--- config.mk ---
export PLATFORM = sky130hd
export DESIGN_NAME = contactless_bit_codec
export DESIGN_NICKNAME = d
export VERILOG_FILES = /design/src/hdl/codec_fifo.v /design/src/hdl/contactless_bit_codec.v
export VERILOG_INCLUDE_DIRS = /design/src /design/src/hdl
export SDC_FILE = /design/constraint.sdc
export NUM_CORES = 1
export LEC_CHECK = 0
export ABC_CLOCK_PERIOD_IN_PS = 3800
export BUFFER_PORTS_ARGS = -buffer_cell sky130_fd_sc_hd__buf_2
export CORE_MARGIN = 2
export CORE_UTILIZATION = 55
export CTS_BUF_LIST = sky130_fd_sc_hd__clkbuf_8
export DETAILED_ROUTE_END_ITERATION = 6
export PLACE_DENSITY_LB_ADDON = 0.08
export SYNTH_ARGS = -nofsm -noshare
export SYNTH_HDL_FRONTEND = slang
export SYNTH_SLANG_ARGS = --single-unit
--- constraint.sdc ---
create_clock -name sys_clk_i -period 3.8 [get_ports sys_clk_i]
set_clock_uncertainty 0.05 [all_clocks]
set_input_delay 0.38 -clock sys_clk_i [delete_from_list [all_inputs] [get_ports sys_clk_i]]
set_output_delay 0.38 -clock sys_clk_i [all_outputs]
set_load 0.03 [all_outputs]
--- src/hdl/bit_codec_defs.vh ---
// Constants shared by the contactless bit codec
`ifndef BIT_CODEC_DEFS_VH
`define BIT_CODEC_DEFS_VH
// Carrier periods per bit at each rate
`define VT_BIT_CARRIERS    10'h200
`define P106_BIT_CARRIERS  10'h080
`define P212_BIT_CARRIERS  10'h040
`define P424_BIT_CARRIERS  10'h020
// Link clock ticks per pause (one pause lasts a slot of 128 ticks / 4)
`define VT_PAUSE_CARRIERS  10'h020
// Modes
`define MODE_VT            3'h0
`define MODE_ACT_INIT      3'h1
`define MODE_ACT_TGT       3'h2
`define MODE_PAS_INIT      3'h3
`define MODE_PAS_TGT       3'h4
// Speeds
`define SPD_106            2'h0
`define SPD_212            2'h1
`define SPD_424            2'h2
// Anti-collision slot count
`define INV_SLOTS          5'h10
`define INV_SLOT_LAST      5'h0f
`define INV_SLOT_BITS      10'h020
`endif

--- src/hdl/codec_fifo.v ---
// Data FIFO with valid and ready on both sides
`timescale 1ns/10ps
module codec_fifo #(
  parameter WIDTH = 8,
  parameter DEPTH = 16,
  parameter AW    = 4
) (
  // Clock and reset
  input  wire             sys_clk_i,
  input  wire             rst_n_i,
  // Fill side
  input  wire [WIDTH-1:0] in_data_i,
  input  wire             in_valid_i,
  output wire             in_ready_o,
  // Drain side
  output wire [WIDTH-1:0] out_data_o,
  output wire             out_valid_o,
  input  wire             out_ready_i
);
  reg [WIDTH-1:0] mem [0:DEPTH-1];
  reg [AW-1:0]    wr_ptr_reg;
  reg [AW-1:0]    rd_ptr_reg;
  reg [AW:0]      count_reg;
  reg             full_n_reg;
  wire            push;
  wire            pop;

  assign in_ready_o  = full_n_reg;
  assign out_valid_o = (count_reg != {(AW+1){1'b0}});
  assign out_data_o  = mem[rd_ptr_reg];
  assign push        = in_valid_i && in_ready_o;
  assign pop         = out_valid_o && out_ready_i;

  always @(posedge sys_clk_i) begin
    if (push) begin
      mem[wr_ptr_reg] <= in_data_i;
    end
  end

  always @(posedge sys_clk_i or negedge rst_n_i) begin
    if (!rst_n_i) begin
      wr_ptr_reg <= {AW{1'b0}};
      rd_ptr_reg <= {AW{1'b0}};
      count_reg  <= {(AW+1){1'b0}};
      full_n_reg <= 1'b1;
    end else begin
      if (push) begin
        wr_ptr_reg <= wr_ptr_reg + 1'b1;
      end
      if (pop) begin
        rd_ptr_reg <= rd_ptr_reg + 1'b1;
      end
      if (push && !pop) begin
        count_reg  <= count_reg + 1'b1;
        full_n_reg <= (count_reg != DEPTH[AW:0] - 1'b1);
      end else if (pop && !push) begin
        count_reg  <= count_reg - 1'b1;
        full_n_reg <= 1'b1;
      end
    end
  end
endmodule

--- src/hdl/contactless_bit_codec.v ---
// Bit coder, decoder and role control of the contactless controller
`timescale 1ns/10ps
`include "bit_codec_defs.vh"
module contactless_bit_codec #(
  parameter FIFO_DEPTH = 16,
  parameter FIFO_AW    = 4
) (
  // Clock and reset
  input  wire       sys_clk_i,
  input  wire       rst_n_i,
  // Carrier clock from the analog front end
  input  wire       carrier_clk_i,
  // Role selection
  input  wire [2:0] mode_i,
  input  wire [1:0] speed_i,
  input  wire       inventory_i,
  // Transmit byte stream
  input  wire [7:0] tx_data_i,
  input  wire       tx_valid_i,
  output wire       tx_ready_o,
  input  wire       tx_last_i,
  // Receive side
  input  wire       rx_mod_i,
  output reg  [7:0] rx_data_o,
  output reg        rx_valid_o,
  output reg  [4:0] inv_slot_o,
  output reg        inv_done_o,
  // Field control
  output reg        field_on_o,
  output reg        pause_o,
  output reg        load_mod_o,
  output reg        busy_o
);
  //////////////////////////////////////////////////////////////////////////
  // Carrier edge detection
  reg  [2:0] clk_sync_reg;
  wire       carrier_tick;
  always @(posedge sys_clk_i or negedge rst_n_i) begin
    if (!rst_n_i) begin
      clk_sync_reg <= 3'h0;
    end else begin
      clk_sync_reg <= {clk_sync_reg[1:0], carrier_clk_i};
    end
  end
  assign carrier_tick = clk_sync_reg[1] && !clk_sync_reg[2];

  reg  [2:0] rx_sync_reg;
  reg        rx_lvl_reg;
  always @(posedge sys_clk_i or negedge rst_n_i) begin
    if (!rst_n_i) begin
      rx_sync_reg <= 3'h0;
      rx_lvl_reg  <= 1'b0;
    end else begin
      rx_sync_reg <= {rx_sync_reg[1:0], rx_mod_i};
      if (rx_sync_reg[1] == rx_sync_reg[2]) begin
        rx_lvl_reg <= rx_sync_reg[2];
      end
    end
  end

  //////////////////////////////////////////////////////////////////////////
  // Bit length per mode
  function [9:0] bit_len;
    input [2:0] m;
    input [1:0] s;
    begin
      if (m == `MODE_VT) begin
        bit_len = `VT_BIT_CARRIERS;
      end else begin
        case (s)
          `SPD_212: bit_len = `P212_BIT_CARRIERS;
          `SPD_424: bit_len = `P424_BIT_CARRIERS;
          default:  bit_len = `P106_BIT_CARRIERS;
        endcase
      end
    end
  endfunction

  function is_init;
    input [2:0] m;
    begin
      is_init = (m == `MODE_ACT_INIT) || (m == `MODE_PAS_INIT) ||
                (m == `MODE_VT);
    end
  endfunction

  wire [9:0] blen;
  wire [9:0] half_len;
  assign blen     = bit_len(mode_i, speed_i);
  assign half_len = {1'b0, blen[9:1]};

  //////////////////////////////////////////////////////////////////////////
  // Transmit FIFO
  wire [8:0] fifo_out;
  wire       fifo_valid;
  reg        fifo_pop_reg;
  codec_fifo #(
    .WIDTH (9),
    .DEPTH (FIFO_DEPTH),
    .AW    (FIFO_AW)
  ) u_fifo (
    .sys_clk_i   (sys_clk_i),
    .rst_n_i     (rst_n_i),
    .in_data_i   ({tx_last_i, tx_data_i}),
    .in_valid_i  (tx_valid_i),
    .in_ready_o  (tx_ready_o),
    .out_data_o  (fifo_out),
    .out_valid_o (fifo_valid),
    .out_ready_i (fifo_pop_reg)
  );

  //////////////////////////////////////////////////////////////////////////
  // Sequencer
  localparam ST_IDLE = 4'b0001;
  localparam ST_TX   = 4'b0010;
  localparam ST_RX   = 4'b0100;
  localparam ST_INV  = 4'b1000;

  reg [3:0] state_reg;
  reg [9:0] tick_reg;
  reg [2:0] bit_idx_reg;
  reg [7:0] sh_reg;
  reg       last_reg;
  reg       prev_bit_reg;
  reg       half1_reg;
  reg       rx_first_reg;
  reg [9:0] rx_cnt_reg;
  reg [2:0] rx_bits_reg;
  reg [9:0] rx_idle_reg;
  reg       inv_run_reg;
  reg       frame_open_reg;

  // Pulse position slot: pair of bits picks slot 0..3 of four per bit pair
  wire [1:0] ppm_slot;
  wire [9:0] slot_pos;
  assign ppm_slot = {sh_reg[bit_idx_reg + 3'h1], sh_reg[bit_idx_reg]};
  assign slot_pos = {ppm_slot, 1'b0, 7'h00} + {3'h0, ppm_slot, 5'h00};

  // Next coded level: high means pause or modulation active
  reg        cur_bit;
  reg        tx_mod;
  always @* begin
    cur_bit = sh_reg[bit_idx_reg];
    tx_mod  = 1'b0;
    if (mode_i == `MODE_VT) begin
      // Two bits span two bit times; pause in chosen quarter
      tx_mod = (tick_reg >= slot_pos) &&
               (tick_reg < slot_pos + `VT_PAUSE_CARRIERS);
    end else if (speed_i == `SPD_106 && mode_i == `MODE_ACT_INIT) begin
      // Modified Miller: short pause mid bit for one, start for zero after 0
      tx_mod = cur_bit ? (tick_reg >= half_len &&
                          tick_reg < half_len + 10'h020) :
               (!prev_bit_reg && tick_reg < 10'h020);
    end else if (speed_i == `SPD_106 && mode_i == `MODE_ACT_TGT) begin
      // Miller: transition mid bit for one, at edge between zeros
      tx_mod = cur_bit ? (tick_reg >= half_len) :
               (!prev_bit_reg);
    end else begin
      tx_mod = cur_bit ? (tick_reg < half_len) :
               (tick_reg >= half_len);
    end
  end

  wire [9:0] step_len;
  assign step_len = (mode_i == `MODE_VT) ? {blen[8:0], 1'b0} : blen;

  always @(posedge sys_clk_i or negedge rst_n_i) begin
    if (!rst_n_i) begin
      state_reg    <= ST_IDLE;
      tick_reg     <= 10'h000;
      bit_idx_reg  <= 3'h0;
      sh_reg       <= 8'h00;
      last_reg     <= 1'b0;
      prev_bit_reg <= 1'b0;
      fifo_pop_reg <= 1'b0;
      field_on_o   <= 1'b0;
      pause_o      <= 1'b0;
      load_mod_o   <= 1'b0;
      busy_o       <= 1'b0;
      inv_slot_o   <= 5'h00;
      inv_done_o   <= 1'b0;
      inv_run_reg  <= 1'b0;
      frame_open_reg <= 1'b0;
    end else begin
      fifo_pop_reg <= 1'b0;
      inv_done_o   <= 1'b0;
      case (state_reg)
        ST_IDLE: begin
          pause_o    <= 1'b0;
          load_mod_o <= 1'b0;
          busy_o     <= 1'b0;
          // Initiators hold the field; targets keep theirs off
          field_on_o <= is_init(mode_i);
          if (fifo_valid && !fifo_pop_reg &&
              (is_init(mode_i) || rx_valid_o || inv_run_reg ||
               frame_open_reg)) begin
            // Targets speak only after a command, then finish the frame
            frame_open_reg <= !fifo_out[8];
            sh_reg       <= fifo_out[7:0];
            last_reg     <= fifo_out[8];
            fifo_pop_reg <= 1'b1;
            bit_idx_reg  <= 3'h0;
            tick_reg     <= 10'h000;
            busy_o       <= 1'b1;
            state_reg    <= ST_TX;
          end else if (inventory_i && mode_i == `MODE_VT) begin
            inv_slot_o  <= 5'h00;
            inv_run_reg <= 1'b1;
            tick_reg    <= 10'h000;
            busy_o      <= 1'b1;
            state_reg   <= ST_INV;
          end
        end
        ST_TX: begin
          if (mode_i == `MODE_PAS_TGT) begin
            field_on_o <= 1'b0;
            load_mod_o <= tx_mod;
          end else if (mode_i == `MODE_ACT_TGT ||
                       mode_i == `MODE_ACT_INIT) begin
            field_on_o <= 1'b1;
            pause_o    <= tx_mod;
          end else begin
            field_on_o <= 1'b1;
            pause_o    <= tx_mod;
          end
          if (carrier_tick) begin
            if (tick_reg == step_len - 10'h001) begin
              tick_reg     <= 10'h000;
              prev_bit_reg <= sh_reg[bit_idx_reg];
              bit_idx_reg  <= bit_idx_reg +
                              ((mode_i == `MODE_VT) ? 3'h2 : 3'h1);
              if (bit_idx_reg >= ((mode_i == `MODE_VT) ? 3'h6 : 3'h7)) begin
                if (last_reg) begin
                  pause_o    <= 1'b0;
                  load_mod_o <= 1'b0;
                  // Active peers drop the carrier to let the other answer
                  if (mode_i == `MODE_ACT_INIT ||
                      mode_i == `MODE_ACT_TGT) begin
                    field_on_o <= 1'b0;
                  end
                  state_reg <= inv_run_reg ? ST_INV : ST_RX;
                end else begin
                  state_reg <= ST_IDLE;
                end
              end
            end else begin
              tick_reg <= tick_reg + 10'h001;
            end
          end
        end
        ST_RX: begin
          if (rx_idle_reg == step_len) begin
            state_reg <= ST_IDLE;
          end
        end
        ST_INV: begin
          // Each slot: wait a fixed window then step to next
          field_on_o <= 1'b1;
          if (carrier_tick) begin
            if (tick_reg == `INV_SLOT_BITS - 10'h001) begin
              tick_reg <= 10'h000;
              if (inv_slot_o == `INV_SLOT_LAST) begin
                inv_run_reg <= 1'b0;
                inv_done_o  <= 1'b1;
                state_reg   <= ST_IDLE;
              end else begin
                inv_slot_o <= inv_slot_o + 5'h01;
              end
            end else begin
              tick_reg <= tick_reg + 10'h001;
            end
          end
        end
        default: begin
          state_reg <= ST_IDLE;
        end
      endcase
    end
  end

  //////////////////////////////////////////////////////////////////////////
  // Receiver: Manchester level sampled once per bit, near the end of its first half
  always @(posedge sys_clk_i or negedge rst_n_i) begin
    if (!rst_n_i) begin
      rx_cnt_reg   <= 10'h000;
      rx_bits_reg  <= 3'h0;
      rx_data_o    <= 8'h00;
      rx_valid_o   <= 1'b0;
      half1_reg    <= 1'b0;
      rx_first_reg <= 1'b0;
      rx_idle_reg  <= 10'h000;
    end else begin
      if (state_reg == ST_TX) begin
        rx_valid_o <= 1'b0;
      end
      if (state_reg != ST_RX && state_reg != ST_INV &&
          (state_reg != ST_IDLE || is_init(mode_i))) begin
        rx_cnt_reg   <= 10'h000;
        rx_bits_reg  <= 3'h0;
        rx_first_reg <= 1'b0;
        rx_idle_reg  <= 10'h000;
      end else if (carrier_tick) begin
        if (!rx_first_reg) begin
          if (rx_lvl_reg) begin
            rx_first_reg <= 1'b1;
            rx_cnt_reg   <= 10'h001;
            rx_idle_reg  <= 10'h000;
          end else if (rx_idle_reg != step_len) begin
            rx_idle_reg <= rx_idle_reg + 10'h001;
          end
        end else if (rx_cnt_reg == half_len - 10'h001) begin
          half1_reg  <= rx_lvl_reg;
          rx_cnt_reg <= rx_cnt_reg + 10'h001;
        end else if (rx_cnt_reg == blen - 10'h001) begin
          // One full bit period per symbol; first half high is a one
          rx_cnt_reg  <= 10'h000;
          rx_data_o   <= {half1_reg, rx_data_o[7:1]};
          rx_bits_reg <= rx_bits_reg + 3'h1;
          rx_valid_o  <= (rx_bits_reg == 3'h7);
          rx_first_reg <= (rx_bits_reg != 3'h7);
        end else begin
          rx_cnt_reg <= rx_cnt_reg + 10'h001;
        end
      end
    end
  end
endmodule

Word-level counts from Yosys, hierarchy flattened
Memories as Yosys holds them, arrays and structs flattened.
Index checks and enable logic that the tools add are counted.
{"block": "op_classes", "n_addsub": 17, "eq_ne": 38, "mux": 111, "bitwise_logic": 2, "magnitude_cmp": 9, "n_reduce_logical": 52}
{"cell": "10-bit two-way mux", "count": 19}
{"cell": "1-bit two-way mux", "count": 54}
{"cell": "4-bit two-way mux", "count": 11}
{"cell": "10-bit == test", "count": 4}
{"cell": "5-bit two-way mux", "count": 7}
{"cell": "10-bit by 1-bit adder with 10-bit output, second input constant", "count": 3}
{"cell": "10-bit case mux with 3 select lines", "count": 1}
{"cell": "3-bit two-way mux", "count": 8}
{"cell": "2-bit != test, second input constant", "count": 12}
{"cell": "10-bit < comparator", "count": 2}
{"cell": "10-bit by 1-bit subtractor with 10-bit output, second input constant", "count": 2}
{"cell": "4-bit case mux with 4 select lines", "count": 1}
{"cell": "8-bit case mux with 2 select lines", "count": 1}
{"cell": "4-bit AND reduction", "count": 4}
{"cell": "1-bit logical AND", "count": 15}
{"cell": "6-bit AND reduction", "count": 2}
{"cell": "2-bit nonzero test", "count": 6}
{"cell": "10-bit by 6-bit adder with 10-bit output, second input constant", "count": 1}
{"cell": "10-bit by 7-bit adder with 10-bit output", "count": 1}
{"cell": "5-bit by 1-bit adder with 5-bit output, second input constant", "count": 2}
{"cell": "9-bit by 6-bit adder with 10-bit output, second input constant", "count": 1}
{"cell": "10-bit by 5-bit == test with 1-bit output, second input constant", "count": 1}
{"cell": "10-bit >= comparator", "count": 1}
{"cell": "10-bit by 9-bit >= comparator with 1-bit output", "count": 1}
{"cell": "44 further kinds", "count": 69}
{"block": "word_totals", "ram_bits": 144, "memories": 1, "ff_bits": 95, "in_bits": 20}
{"name": "u_fifo.mem", "words": 16, "width": 9, "read_ports": 1, "rd_ports_with_merged_regs": 0, "wr": 1, "line": "codec_fifo.v:20", "text": "reg [WIDTH-1:0] mem [0:DEPTH-1];"}

Logic depth before layout (Yosys ltp)
Gate-level depths: netlist of run 1.
{"block": "logic_depth", "ltp_word": 15, "ltp_mapped": 13, "mapped_depth_nobuf": 13}

Cells and area by module
A second synthesis of run 1 with hierarchy kept.
{"block": "unflattened", "hier_cells": 909, "area_unflattened_um2": 11629.9}
{"mod": "codec_fifo", "seq_area_each_um2": 4675.7, "instances": 1, "area_each_um2": 6426.2, "cells_each": 368}
{"mod": "contactless_bit_codec", "seq_area_each_um2": 2028.2, "instances": 1, "area_each_um2": 5203.7, "cells_each": 541}

Worst setup path before layout of run 1
No wires, ideal clock.
{"block": "synth_path", "path_kind": "reg-to-reg", "startpoint": "register bit_idx_reg[0]", "endpoint": "register pause_o", "path_stages_with_launch": 14, "required_time_ns": 3.656, "period_less_slack_ns": 3.057, "arrival_time_ns": 2.913, "setup_ns": 0.094, "path_slack_ns": 0.743, "path_cell_list": "dfrtp_1 ha_1 mux4_2 mux2i_1 inv_1 ha_1 inv_1 ha_1 nor2b_1 o21ai_0 nand3_1 o21ai_0 a21oi_1 a211oi_1"}
{"block": "synth_between", "elab_chain_len": 14}
{"item": "from (decl)", "line": "contactless_bit_codec.v:121", "text": "reg [2:0] bit_idx_reg;"}
{"item": "from (signal assigned)", "line": "contactless_bit_codec.v:230", "text": "bit_idx_reg <= bit_idx_reg +"}
{"item": "3-bit by 1-bit adder with 3-bit output", "line": "contactless_bit_codec.v:136", "text": "assign ppm_slot = {sh_reg[bit_idx_reg + 3'h1], sh_reg[bit_idx_reg]};"}
{"item": "1-bit binary-select mux with 3-bit select", "line": "contactless_bit_codec.v:136"}
{"item": "1-bit two-way mux (implied by the code)", "line": "contactless_bit_codec.v:136"}
{"item": "10-bit by 7-bit adder with 10-bit output", "line": "contactless_bit_codec.v:137", "text": "assign slot_pos = {ppm_slot, 1'b0, 7'h00} + {3'h0, ppm_slot, 5'h00};"}
{"item": "10-bit by 6-bit adder with 10-bit output (no line)"}
{"item": "10-bit < comparator (no line)"}
{"item": "1-bit logical AND", "line": "contactless_bit_codec.v:147", "text": "tx_mod = (tick_reg >= slot_pos) &&"}
{"item": "1-bit two-way mux", "line": "contactless_bit_codec.v:145", "text": "if (mode_i == `MODE_VT) begin"}
{"item": "1-bit two-way mux", "line": "contactless_bit_codec.v:215", "text": "if (mode_i == `MODE_PAS_TGT) begin"}
{"item": "1-bit two-way mux", "line": "contactless_bit_codec.v:233", "text": "if (last_reg) begin"}
{"item": "1-bit two-way mux", "line": "contactless_bit_codec.v:232", "text": "if (bit_idx_reg >= ((mode_i == `MODE_VT) ? 3'h6 : 3'h7)) begin"}
{"item": "1-bit two-way mux", "line": "contactless_bit_codec.v:227", "text": "if (tick_reg == step_len - 10'h001) begin"}
{"item": "1-bit two-way mux *", "line": "contactless_bit_codec.v:226", "text": "if (carrier_tick) begin"}
{"item": "1-bit case mux with 2 select lines *", "line": "contactless_bit_codec.v:187", "text": "case (state_reg)"}
{"item": "to (signal assigned)", "line": "contactless_bit_codec.v:221", "text": "pause_o <= tx_mod;"}
{"item": "to (signal assigned)", "line": "contactless_bit_codec.v:224", "text": "pause_o <= tx_mod;"}
{"item": "to (decl)", "line": "contactless_bit_codec.v:30", "text": "output reg pause_o,"}
Every way passes the cells marked *; elsewhere a longest branch is shown, timed or not. The select of a mux whose other input is x is not followed.
A chain may end at the register's enable or synchronous reset.

Worst setup path in the final report of run 1
Same ends and word-level chain as after synthesis.

==> reports/qor.txt, run 1 <==
Status - finished clean
Final setup fails - 0
Layout Cells excl Fill - 1,176
Input/output buffers - 39
Vias in the first global route - 7,298
Compound-Gate Fraction of Synth Area - 8.63%
Sink Count - 239
F_max - 291 MHz
Post-synthesis mux area share - 12.4%
Power Density - 616 mW/mm^2
Via count - 6,969
Ports - 40
Critical path arrival - 3.81 ns
Synth cell types - 88
Area Overhead vs Synth - 11.0%
Antenna-violating nets left - 0
Gr usage total - 21.9%
Adder-Cell Fraction of Synth Area - 4.71%
CP Launch Type - flop
Most area-consuming cells after synthesis - edfxtp_1, dfrtp_1, mux4_2
RD Place Congestion - 0.880
Detailed Route WL - 22,900 um
Period Utilization, post-route - 90.3%
Via-to-Cell Ratio - 5.93
GRT overflow - 0
Tmin final - 3.43 ns
Top cell type by total area after synthesis - edfxtp_1
Row count - 52
Register area - 0.00671 mm^2
Post-Synth XOR/XNOR Area - 2.30%
Most frequent cell after synthesis - edfxtp_1
Top FF cell, synth - edfxtp_1
Dpl cells - 1,107
CP Class - reg -> reg
Top cells by count, synth - edfxtp_1, dfrtp_1, nor2_1
Die W - 148 um
Crit Path Max Fanout - 8
Final Max Tran Viols - 0
Net Count, Synth - 886
Postcts setup bufs - 0
Antenna violations before repair - 0
Slew @ Worst Pin - 0.963 ns
Crit path required time - 4.18 ns
Hold_ws - 0.172 ns
Largest family of logic cells by synthesized area - multiplexers
Multi-input gate area - 0.00442 mm^2
Max VDD drop - 0.330 mV
RSZ-0062 raised after global routing - false
Final Util - 62.4%
Leak - 4.81 nW
Post-DP HPWL - 15,800 um
CTS tree - done
Reg clk slew, reported paths - 0.06 ns
Final Hold Fails - 0
FFs w/ async S/R, synth - 39.7%
Worst rel slew slack - 35.5%
Drt drc - 0
Syn_area_per_cell - 13.8 um^2
HP Class - in -> reg
# fillers - 1,571
H-tree depth - 2
Setup TNS - 0 ns
Core Footprint - 0.0203 mm^2
Die footprint - 0.0219 mm^2
Starting DRC count in detailed routing - 417
YS warnings - 0
Top reg by flops - u_fifo.mem
Vert. Die Dim - 148 um
Maxcap violations - 0
Sequential share of the synthesized area - 58.7%
Post-synthesis simple-gate area fraction - 10.5%
Layout cells sized above 1 - 22.6%
Cells after Synth - 825
DR WL/cell - 19.4 um
Initial core utilization - 56.2%
Root buffer cell - clkbuf_8
Worst-Skew Late Latency - 0.54 ns
First-pass GRT wire length - 37,900 um
Initial DRT Pass Iterations - 7
Nets - 943
Share of the synthesized area in the top cell type - 37.9%
Ant. Diodes - 0
Synth Register Bits - 239
Crit path capture type - flop
CTS buffer count - 40
Largest net degree at the start of global routing - 69
Max reg flops - 144
Clk buf depth - 3
Post-Syn Area - 0.0114 mm^2
EDFF count, synth - 144
Pwr Total - 7.81 mW
[worst max-delay path, cell delays in order, from the launching register on]
cell and delay [ns]:
dfrtp_1 0.48, ha_1 0.39, mux4_2 0.53, mux2i_2 0.27, inv_1 0.08, ha_1 0.28, inv_1 0.04, ha_1 0.25
nor2b_1 0.13, o21ai_0 0.15, nand3_1 0.09, o21ai_0 0.25, nor4b_1 0.11, a211oi_1 0.23
[power by group]
group | switching [mW] | internal, mW | leakage (nW)
clock network | 0.993 | 1.17 | 0.431
logic | 1.25 | 1.03 | 1.87
registers | 0.261 | 3.10 | 2.51
total | 2.51 | 5.30 | 4.81
[cell usage in the layout (no fill, tap or decap), drive strengths merged, types with 4 or more instances in the layout]
cell     synthesis  layout
o22ai            9       9
nand3           23      23
clkinv           1       9
dfrtp           93      93
or2              4       4
mux4            49      49
inv             35      46
mux2            22      22
o21ai           35      35
ha              39      39
nor4             4       4
nand2b          18      18
a2111oi         10      10
a211oi           5       5
nor2            55      55
and3            10      10
xnor2           20      20
mux2i            6       6
a21o             5       5
xor2            10      10
a21oi           28      28
o31ai            5       5
and2             6       6
a31oi           12      12
nor3            13      13
nor2b            7       7
nor3b            4       4
buf             19      48
edfxtp         144     144
clkbuf          17      46
nand2           54      54
nand4           11      11
[path summary, 6_finish.rpt]
path | startpoint | to | slack, ns | cells after the start
min in group asynchronous | rst_n_i | tick_reg[3] | 0.46 | 2
worst min-delay path | tx_data_i[5] | u_fifo.mem[2][5] | 0.17 | 1
max in group asynchronous | rst_n_i | rx_idle_reg[8] | 2.30 | 3
worst max-delay path | bit_idx_reg[0] | pause_o | 0.37 | 13
worst max register to register | bit_idx_reg[0] | pause_o | 0.37 | 13
worst min register to register | rx_sync_reg[0] | rx_sync_reg[1] | 0.30 | 0
[metrics by stage]
stage               cell area [um^2]  worst slack (ns)
global placement               11900             0.536
floorplan                      11400             0.743
detailed placement             11900             0.327
CTS                            12700             0.314
finish                         12700             0.368
global route                   12700            0.0779
[layout make-up]
class / instances / area share, %
sequential: 239 / 52.9
multi-input combinational: 514 / 34.9
clock buffer: 46 / 5.00
tap: 270 / 2.67
timing repair buffer: 51 / 2.43
inverter: 36 / 1.11
clock inverter: 20 / 0.997
[repair_timing]
item                       CTS  global route
setup endpoints to repair    0             1
resized for setup            0             1
hold endpoints to repair    67             0
hold buffers                 3             0
[cells by family after synthesis]
| kind of cell | count (synthesis) |
|---|---|
| AO/OA/AOI/OAI | 137 |
| flip-flops | 239 |
| buffers and inverters | 72 |
| adder cells (fa/ha/maj) | 42 |
| multiplexers | 77 |
| AND/OR/NAND/NOR | 228 |
| XOR/XNOR | 30 |
[layer usage]
layer	vias up	global-route usage, %	routed length, um
met5	-	0	0
met4	0	7.71	556
met3	56	3.62	944
met2	170	38.7	12000
met1	3479	27.5	9380
li1	3264	-	-
(Power assumes the default switching activity.)
==> inputs of run 2 (changes only) <==
--- a/config.mk
+++ b/config.mk
@@ -6,12 +6,12 @@
 export SDC_FILE = /design/constraint.sdc
 export NUM_CORES = 1
 export LEC_CHECK = 0
-export ABC_CLOCK_PERIOD_IN_PS = 3800
-export BUFFER_PORTS_ARGS = -buffer_cell sky130_fd_sc_hd__buf_2
+export ABC_CLOCK_PERIOD_IN_PS = 3000
 export CORE_MARGIN = 2
 export CORE_UTILIZATION = 55
 export CTS_BUF_LIST = sky130_fd_sc_hd__clkbuf_8
 export DETAILED_ROUTE_END_ITERATION = 6
+export DONT_BUFFER_PORTS = 1
 export PLACE_DENSITY_LB_ADDON = 0.08
 export SYNTH_ARGS = -nofsm -noshare
 export SYNTH_HDL_FRONTEND = slang
==> constraint.sdc (replaced) <==
create_clock -name sys_clk_i -period 3 [get_ports sys_clk_i]
set_clock_uncertainty 0.05 [all_clocks]
set_input_delay 0.3 -clock sys_clk_i [delete_from_list [all_inputs] [get_ports sys_clk_i]]
set_output_delay 0.3 -clock sys_clk_i [all_outputs]
set_load 0.03 [all_outputs]
==> run 2 against run 1 <==
Against the previous run:
- flip-flop and latch count unchanged
- largest cell class unchanged
- sequential power up 27%
- register-to-register slack lost 0.28 ns
- sequential share of layout area is 0.64 points lower
- die area is the same
- largest power group unchanged
- cell area increased by 1.2%
- power increased by 27%
==> reports/qor.txt, run 2 (synthesis results as in run 1) <==
Worst rel slew slack - 54.3% (+19 points)
Nets - 942 (-0.11%)
Hold endpoint - pause_o
Final Max Tran Viols - 0 (unchanged)
CP Launch Type - flop
Critical path arrival - 3.32 ns (-0.49 ns)
GRT met2 Usage - 37.5% (-1.2 points)
Bufs and invs on worst path - 2 (unchanged)
CP peak stage delay - 0.50 ns (-0.03 ns)
Crit Path Max Fanout - 2 (-6)
Input/output buffers - 0 (-100%)
Initial DRT Pass Iterations - 5 (-2)
CP Class - reg -> reg
Ports - 40 (unchanged)
Starting DRC count in detailed routing - 394 (-5.5%)
Largest net degree at the start of global routing - 96 (+39%)
Busiest layer in global routing - met2
RSZ-0062 raised after global routing - true
Die W - 148 um (unchanged)
Most frequent cells in the layout - edfxtp_1, dfrtp_1, nor2_1, nand2_1, mux4_2
Multi-input gate area - 0.00443 mm^2 (+0.25%)
Hold Path Depth - 4 (+3)
H-tree depth - 2 (unchanged)
Max reg flops - 144 (unchanged)
DR WL/cell - 19.5 um (+0.15%)
Row count - 52 (unchanged)
Vert. Die Dim - 148 um (unchanged)
Power Density - 774 mW/mm^2 (+26%)
Crit-path leading delay family - adder cells
Min-delay src - mode_i[2]
Status - finished clean
Leak - 4.84 nW (+0.52%)
RD Place Congestion - 0.904 (+2.6%)
Max VDD drop - 0.440 mV (+34%)
Pwr Total - 9.93 mW (+27%)
Hold_ws - 0.0688 ns (-0.103 ns)
Final WS setup - 0.0899 ns (-0.278 ns)
Area Overhead vs Synth - 12.4%
Reg2reg end - pause_o
Crit path capture type - flop
Via count - 7,028 (+0.85%)
Core Footprint - 0.0203 mm^2 (unchanged)
Reg2reg path depth - 13 (unchanged)
F_max - 344 MHz (+18%)
Commonest non-fill, non-tap cell in the layout - edfxtp_1
Post-DP HPWL - 15,900 um (+0.85%)
Vias in the first global route - 7,329 (+0.42%)
Drt drc - 0 (unchanged)
CP cell instances - ha_4 > mux4_2 > mux2i_2 > inv_1 > ha_1 > inv_1 > ha_1 > nor2b_1 > o21ai_1 > nand3_1 > o21ai_2 > nor4b_2 > a211oi_1
Maxcap violations - 0 (unchanged)
First-pass GRT wire length - 37,700 um (-0.53%)
Initial core utilization - 56.2% (unchanged)
Layout cells sized above 1 - 20.7% (-1.9 points)
Top reg by flops - u_fifo.mem
Period Utilization, post-route - 97.0% (+6.7 points)
CTS buffer count - 39 (-2.5%)
R2r setup slk - 0.09 ns (-0.28 ns)
Worst-Skew Late Latency - 0.55 ns (about the same)
Root buffer cell - clkbuf_8
Antenna-violating nets left - 0 (unchanged)
Antenna violations before repair - 1 (+1)
# fillers - 1,522 (-3.1%)
Register area - 0.00671 mm^2 (about the same)
Reg clk slew, reported paths - 0.06 ns (about the same)
Pre-CTS setup slack - -0.0608 ns (-0.387 ns)
HP Class - in -> reg
GRT overflow - 0 (unchanged)
Gr usage total - 21.8% (-0.14 points)
Slew @ Worst Pin - 0.686 ns (-0.278 ns)
Met3 Track Usage GR - 4.33% (+0.71 points)
Detailed Route WL - 23,000 um (+0.74%)
Clk buf depth - 3 (unchanged)
Slowest-stage cell, CP - mux4_2
Die footprint - 0.0219 mm^2 (unchanged)
Final setup fails - 0 (unchanged)
Via-to-Cell Ratio - 5.94 (+0.25%)
Worst R2R Start - bit_idx_reg[1]
Final Hold Fails - 0 (unchanged)
Sink Count - 239 (unchanged)
CTS tree - done
Tmin final - 2.91 ns (-0.522 ns)
Met1 Use GR - 27.0% (-0.56 points)
Crit path required time - 3.41 ns (-0.77 ns)
-- run 2: cell types whose count changed in the layout (fill, tap and decap cells not counted), moves of 3 or more --
cell / delta
clkinv_1: +8
nor3_2: -3
buf_2: -38
dlygate4sd3_1: +15
buf_4: +20
nor3_1: +3
clkbuf_8: -4
-- run 2: cell type report --
cell class | instances | area share (%)
timing repair buffer | 51 | 3.78
tap | 270 | 2.63
clock inverter | 30 | 1.14
clock buffer | 42 | 4.51
sequential | 239 | 52.3
inverter | 36 | 1.09
multi-input combinational | 514 | 34.6
antenna | 1 | 0.0195
-- run 2: worst max path at each step --
stage                         from  endpoint  depth (start not counted)
global route        bit_idx_reg[1]   pause_o                         13
finish              bit_idx_reg[1]   pause_o                         13
global placement    bit_idx_reg[0]   pause_o                         13
floorplan           bit_idx_reg[1]   pause_o                         13
detailed placement  bit_idx_reg[0]   pause_o                         13
CTS                 bit_idx_reg[1]   pause_o                         13
-- run 2: per-stage QoR --
stage          std cells  setup TNS (ns)  instance area, um^2  utilization [%]
3_3_place_gp        1089               0                11900             58.5
5_1_grt             1183          -0.100                12800             63.2
3_5_place_dp        1089         -0.0608                11900             58.5
2_1_floorplan        825               0                11400                -
4_1_cts             1181               0                12800             63.1
6_report            1183               0                12800             63.2
-- run 2: worst register-to-register path, stage by stage, from the launching register on --
cell	delay [ns]
dfrtp_1	0.41
ha_4	0.29
mux4_2	0.50
mux2i_2	0.18
inv_1	0.06
ha_1	0.26
inv_1	0.04
ha_1	0.25
nor2b_1	0.13
o21ai_1	0.12
nand3_1	0.10
o21ai_2	0.15
nor4b_2	0.07
a211oi_1	0.20
-- run 2: repair_timing --
item,CTS,global route
setup buffers,1,1
resized for setup,1,3
hold buffers,19,0
setup endpoints to repair,1,1
hold endpoints to repair,245,0
gates cloned,0,0
pin swaps,0,1
-- run 2: power by group --
part	total (mW)	switching (mW)	internal (mW)
Clock	2.62	1.30	1.32
Sequential	4.28	0.363	3.92
Combinational	3.03	1.56	1.47
-- run 2: layer usage --
metal	routed length (um)	share of wire, %
met5	0	0
met4	788	3.4
met3	1150	5.0
met2	11700	51
met1	9340	41
==> inputs of run 3 (changes only) <==
--- a/config.mk
+++ b/config.mk
@@ -6,6 +6,7 @@
 export SDC_FILE = /design/constraint.sdc
 export NUM_CORES = 1
 export LEC_CHECK = 0
+export ABC_AREA = 1
 export ABC_CLOCK_PERIOD_IN_PS = 3000
 export CORE_MARGIN = 2
 export CORE_UTILIZATION = 55
==> run 3 against run 2 <==
Against the previous run:
- worst hold slack better by 0.018 ns
- highest routed layer unchanged
- via count up 20%
- critical path type unchanged
- power fell by 22%
- count of clock-buffer cells in the layout grew 5
- die area increased by 0.82%
==> reports/qor.txt, run 3 <==
Core Footprint - 0.0204 mm^2 (+0.32%)
Via count - 8,404 (+20%)
Reg2reg path depth - 16 (+3)
# fillers - 1,666 (+9.5%)
Area of placed instances - 0.0119 mm^2 (+0.16%)
Drt drc - 0 (unchanged)
Detailed Route WL - 26,900 um (+17%)
Final Max Tran Viols - 0 (unchanged)
Synth Register Bits - 239 (unchanged)
Sink Count - 239 (unchanged)
Most frequent cell after synthesis - nand2_1
RSZ-0062 raised after global routing - false
Root buffer cell - clkbuf_8
H-tree depth - 2 (unchanged)
Nets - 1,270 (+35%)
Worst-Skew Late Latency - 0.56 ns (about the same)
Crit path capture type - flop
Cells after Synth - 1,162 (+41%)
Power Density - 605 mW/mm^2 (-22%)
Worst rel slew slack - 47.0% (-7.3 points)
Die W - 149 um (+0.41%)
Vert. Die Dim - 149 um (+0.41%)
Cell area after layout - 0.0128 mm^2 (about the same)
Hold Path Depth - 5 (+1)
Starting DRC count in detailed routing - 623 (+58%)
Input/output buffers - 0 (unchanged)
Via-to-Cell Ratio - 5.56 (-6.4%)
Tmin final - 2.72 ns (-0.187 ns)
Post-DP HPWL - 17,500 um (+9.7%)
First-pass GRT wire length - 42,800 um (+14%)
EDFF count, synth - 144 (unchanged)
CTS buffer count - 41 (+5.1%)
Top cells by count, synth - nand2_1, nor2_1, edfxtp_1
Commonest non-fill, non-tap cell in the layout - nand2_1
Slew @ Worst Pin - 0.794 ns (+0.108 ns)
Top cell by count, worst path - inv_1
Worst path depth - 16 (+3)
Area Overhead vs Synth - 11.5%
Crit path required time - 3.39 ns (-0.02 ns)
Net Count, Synth - 1,223 (+38%)
FFs w/ async S/R, synth - 39.7% (unchanged)
Period Utilization, post-route - 90.8% (-6.2 points)
Top reg by flops - u_fifo.mem
HP Class - in -> reg
Largest net degree at the start of global routing - 96 (unchanged)
Final WS setup - 0.277 ns (+0.187 ns)
CP Launch Type - flop
CTS tree - done
Leak - 5.26 nW (+8.7%)
Share of the synthesized area in the top cell type - 37.6% (-0.32 points)
Gr usage total - 24.9% (+3.2 points)
Crit-path leading delay family - adder cells
Antenna-violating nets left - 0 (unchanged)
Crit Path Max Fanout - 6 (+4)
Layout cells sized above 1 - 10.4% (-10 points)
Sequential share of the synthesized area - 58.2% (-0.49 points)
Most area-consuming cells after synthesis - edfxtp_1, dfrtp_1, nand2_1
Pre-CTS setup slack - 0.312 ns (+0.373 ns)
YS warnings - 0 (unchanged)
Vias in the first global route - 8,164 (+11%)
Most frequent cells in the layout - nand2_1, nor2_1, edfxtp_1, o21ai_0, inv_1
Resize count post-CTS - 0 (-1)
Setup TNS - 0 ns (unchanged)
Die footprint - 0.0221 mm^2 (+0.82%)
Max VDD drop - 0.458 mV (+4.1%)
Top cell type by total area after synthesis - edfxtp_1
Antenna violations before repair - 1 (unchanged)
Pwr Total - 7.77 mW (-22%)
Critical path arrival - 3.12 ns (-0.20 ns)
RD Place Congestion - 0.845 (-6.5%)
CP Class - reg -> reg
F_max - 367 MHz (+6.9%)
DR WL/cell - 17.8 um (-8.7%)
Top FF cell, synth - edfxtp_1
Status - finished clean
GRT overflow - 0 (unchanged)
Slowest-stage cell, CP - dfrtp_1
Maxcap violations - 0 (unchanged)
Initial DRT Pass Iterations - 5 (unchanged)
CP cell instances - ha_1 > inv_1 > a21oi_1 > a221oi_1 > a31o_2 > inv_1 > ha_1 > inv_1 > ha_1 > inv_1 > nor2_1 > o21ai_0 > a31oi_1 > nand2_1 > nand2_1 > nand2_1
Clk buf depth - 3 (unchanged)
CP peak stage delay - 0.45 ns (-0.05 ns)
Syn_area_per_cell - 9.91 um^2 (-28%)
Final Hold Fails - 0 (unchanged)
Row count - 52 (unchanged)
Max reg flops - 144 (unchanged)
Synth cell types - 52 (-41%)
Initial core utilization - 56.5% (+0.29 points)
Reg clk slew, reported paths - 0.07 ns (about the same)
Post-Syn Area - 0.0115 mm^2 (+0.84%)
Ports - 40 (unchanged)
Bufs and invs on worst path - 4 (+2)
Final setup fails - 0 (unchanged)
-- run 3: changes by cell type after synthesis, sizes merged, moves of 22 or more --
cell | before | now
nand3 | 23 | 67
nor2 | 55 | 152
mux4 | 49 | 0
o21ai | 35 | 135
o221ai | 1 | 23
mux2 | 22 | 0
inv | 35 | 105
nand2 | 54 | 209
-- run 3: layout make-up --
class | count | area, um^2 | share of cell area (%)
antenna | 1 | 2.50 | 0.0195
inverter | 110 | 413 | 3.22
tap | 270 | 338 | 2.63
clock buffer | 47 | 647 | 5.04
clock inverter | 28 | 136 | 1.06
multi-input combinational | 773 | 4200 | 32.7
sequential | 239 | 6710 | 52.3
timing repair buffer | 44 | 395 | 3.08
-- run 3: cells by family after synthesis --
family | count (synthesis) | share of synthesized area [%]
simple gates | 476 | 18.0
flops | 239 | 58.2
compound gates | 229 | 11.8
buf+inv | 150 | 5.33
fa+ha+maj | 42 | 4.67
xor+xnor | 26 | 1.98
-- run 3: worst register-to-register path, cell delays in order (launching register included) --
cell      delay (ns)
dfrtp_1         0.45
ha_1            0.32
inv_1           0.09
a21oi_1         0.05
a221oi_1        0.30
a31o_2          0.21
inv_1           0.05
ha_1            0.26
inv_1           0.04
ha_1            0.27
inv_1           0.04
nor2_1          0.08
o21ai_0         0.08
a31oi_1         0.17
nand2_1         0.07
nand2_1         0.05
nand2_1         0.04
-- run 3: repair_timing --
item | in CTS | in global routing
hold buffers | 14 | 0
hold endpoints to repair | 242 | 0
buffers inserted | 0 | 0
-- run 3: final timing paths --
path / startpoint / end / slack (ns)
setup / recovery: bit_idx_reg[1] / pause_o / 0.28
hold / removal: mode_i[0] / field_on_o / 0.09
setup reg to reg: bit_idx_reg[1] / pause_o / 0.28
hold reg to reg: clk_sync_reg[0] / clk_sync_reg[1] / 0.30
max in group asynchronous: rst_n_i / u_fifo.in_ready_o / 2.20
min in group asynchronous: rst_n_i / tick_reg[2] / 0.27
-- run 3: metrics by stage --
step,hold WS (ns),instances,util [%]
after detailed placement,-0.0419,1422,58.4
after global placement,-0.0421,1422,58.4
after floorplan,-0.0456,1162,-
after global routing,0.123,1512,63.0
after CTS,0.0641,1511,63.0
final,0.0863,1512,63.0
-- run 3: metal layers --
layer	track usage (%)	wire, um	vias to the layer above
met2	43.2	13400	212
met1	31.7	11300	4000
met4	8.67	713	0
li1	-	-	4135
met5	0	0	-
met3	4.48	1420	57
-- run 3: where the power goes --
part	switching, mW	internal [mW]	total (mW)
Clock	1.34	1.45	2.79
Combinational	0.666	0.357	1.02
Sequential	0.191	3.76	3.95
Total	2.20	5.57	7.77
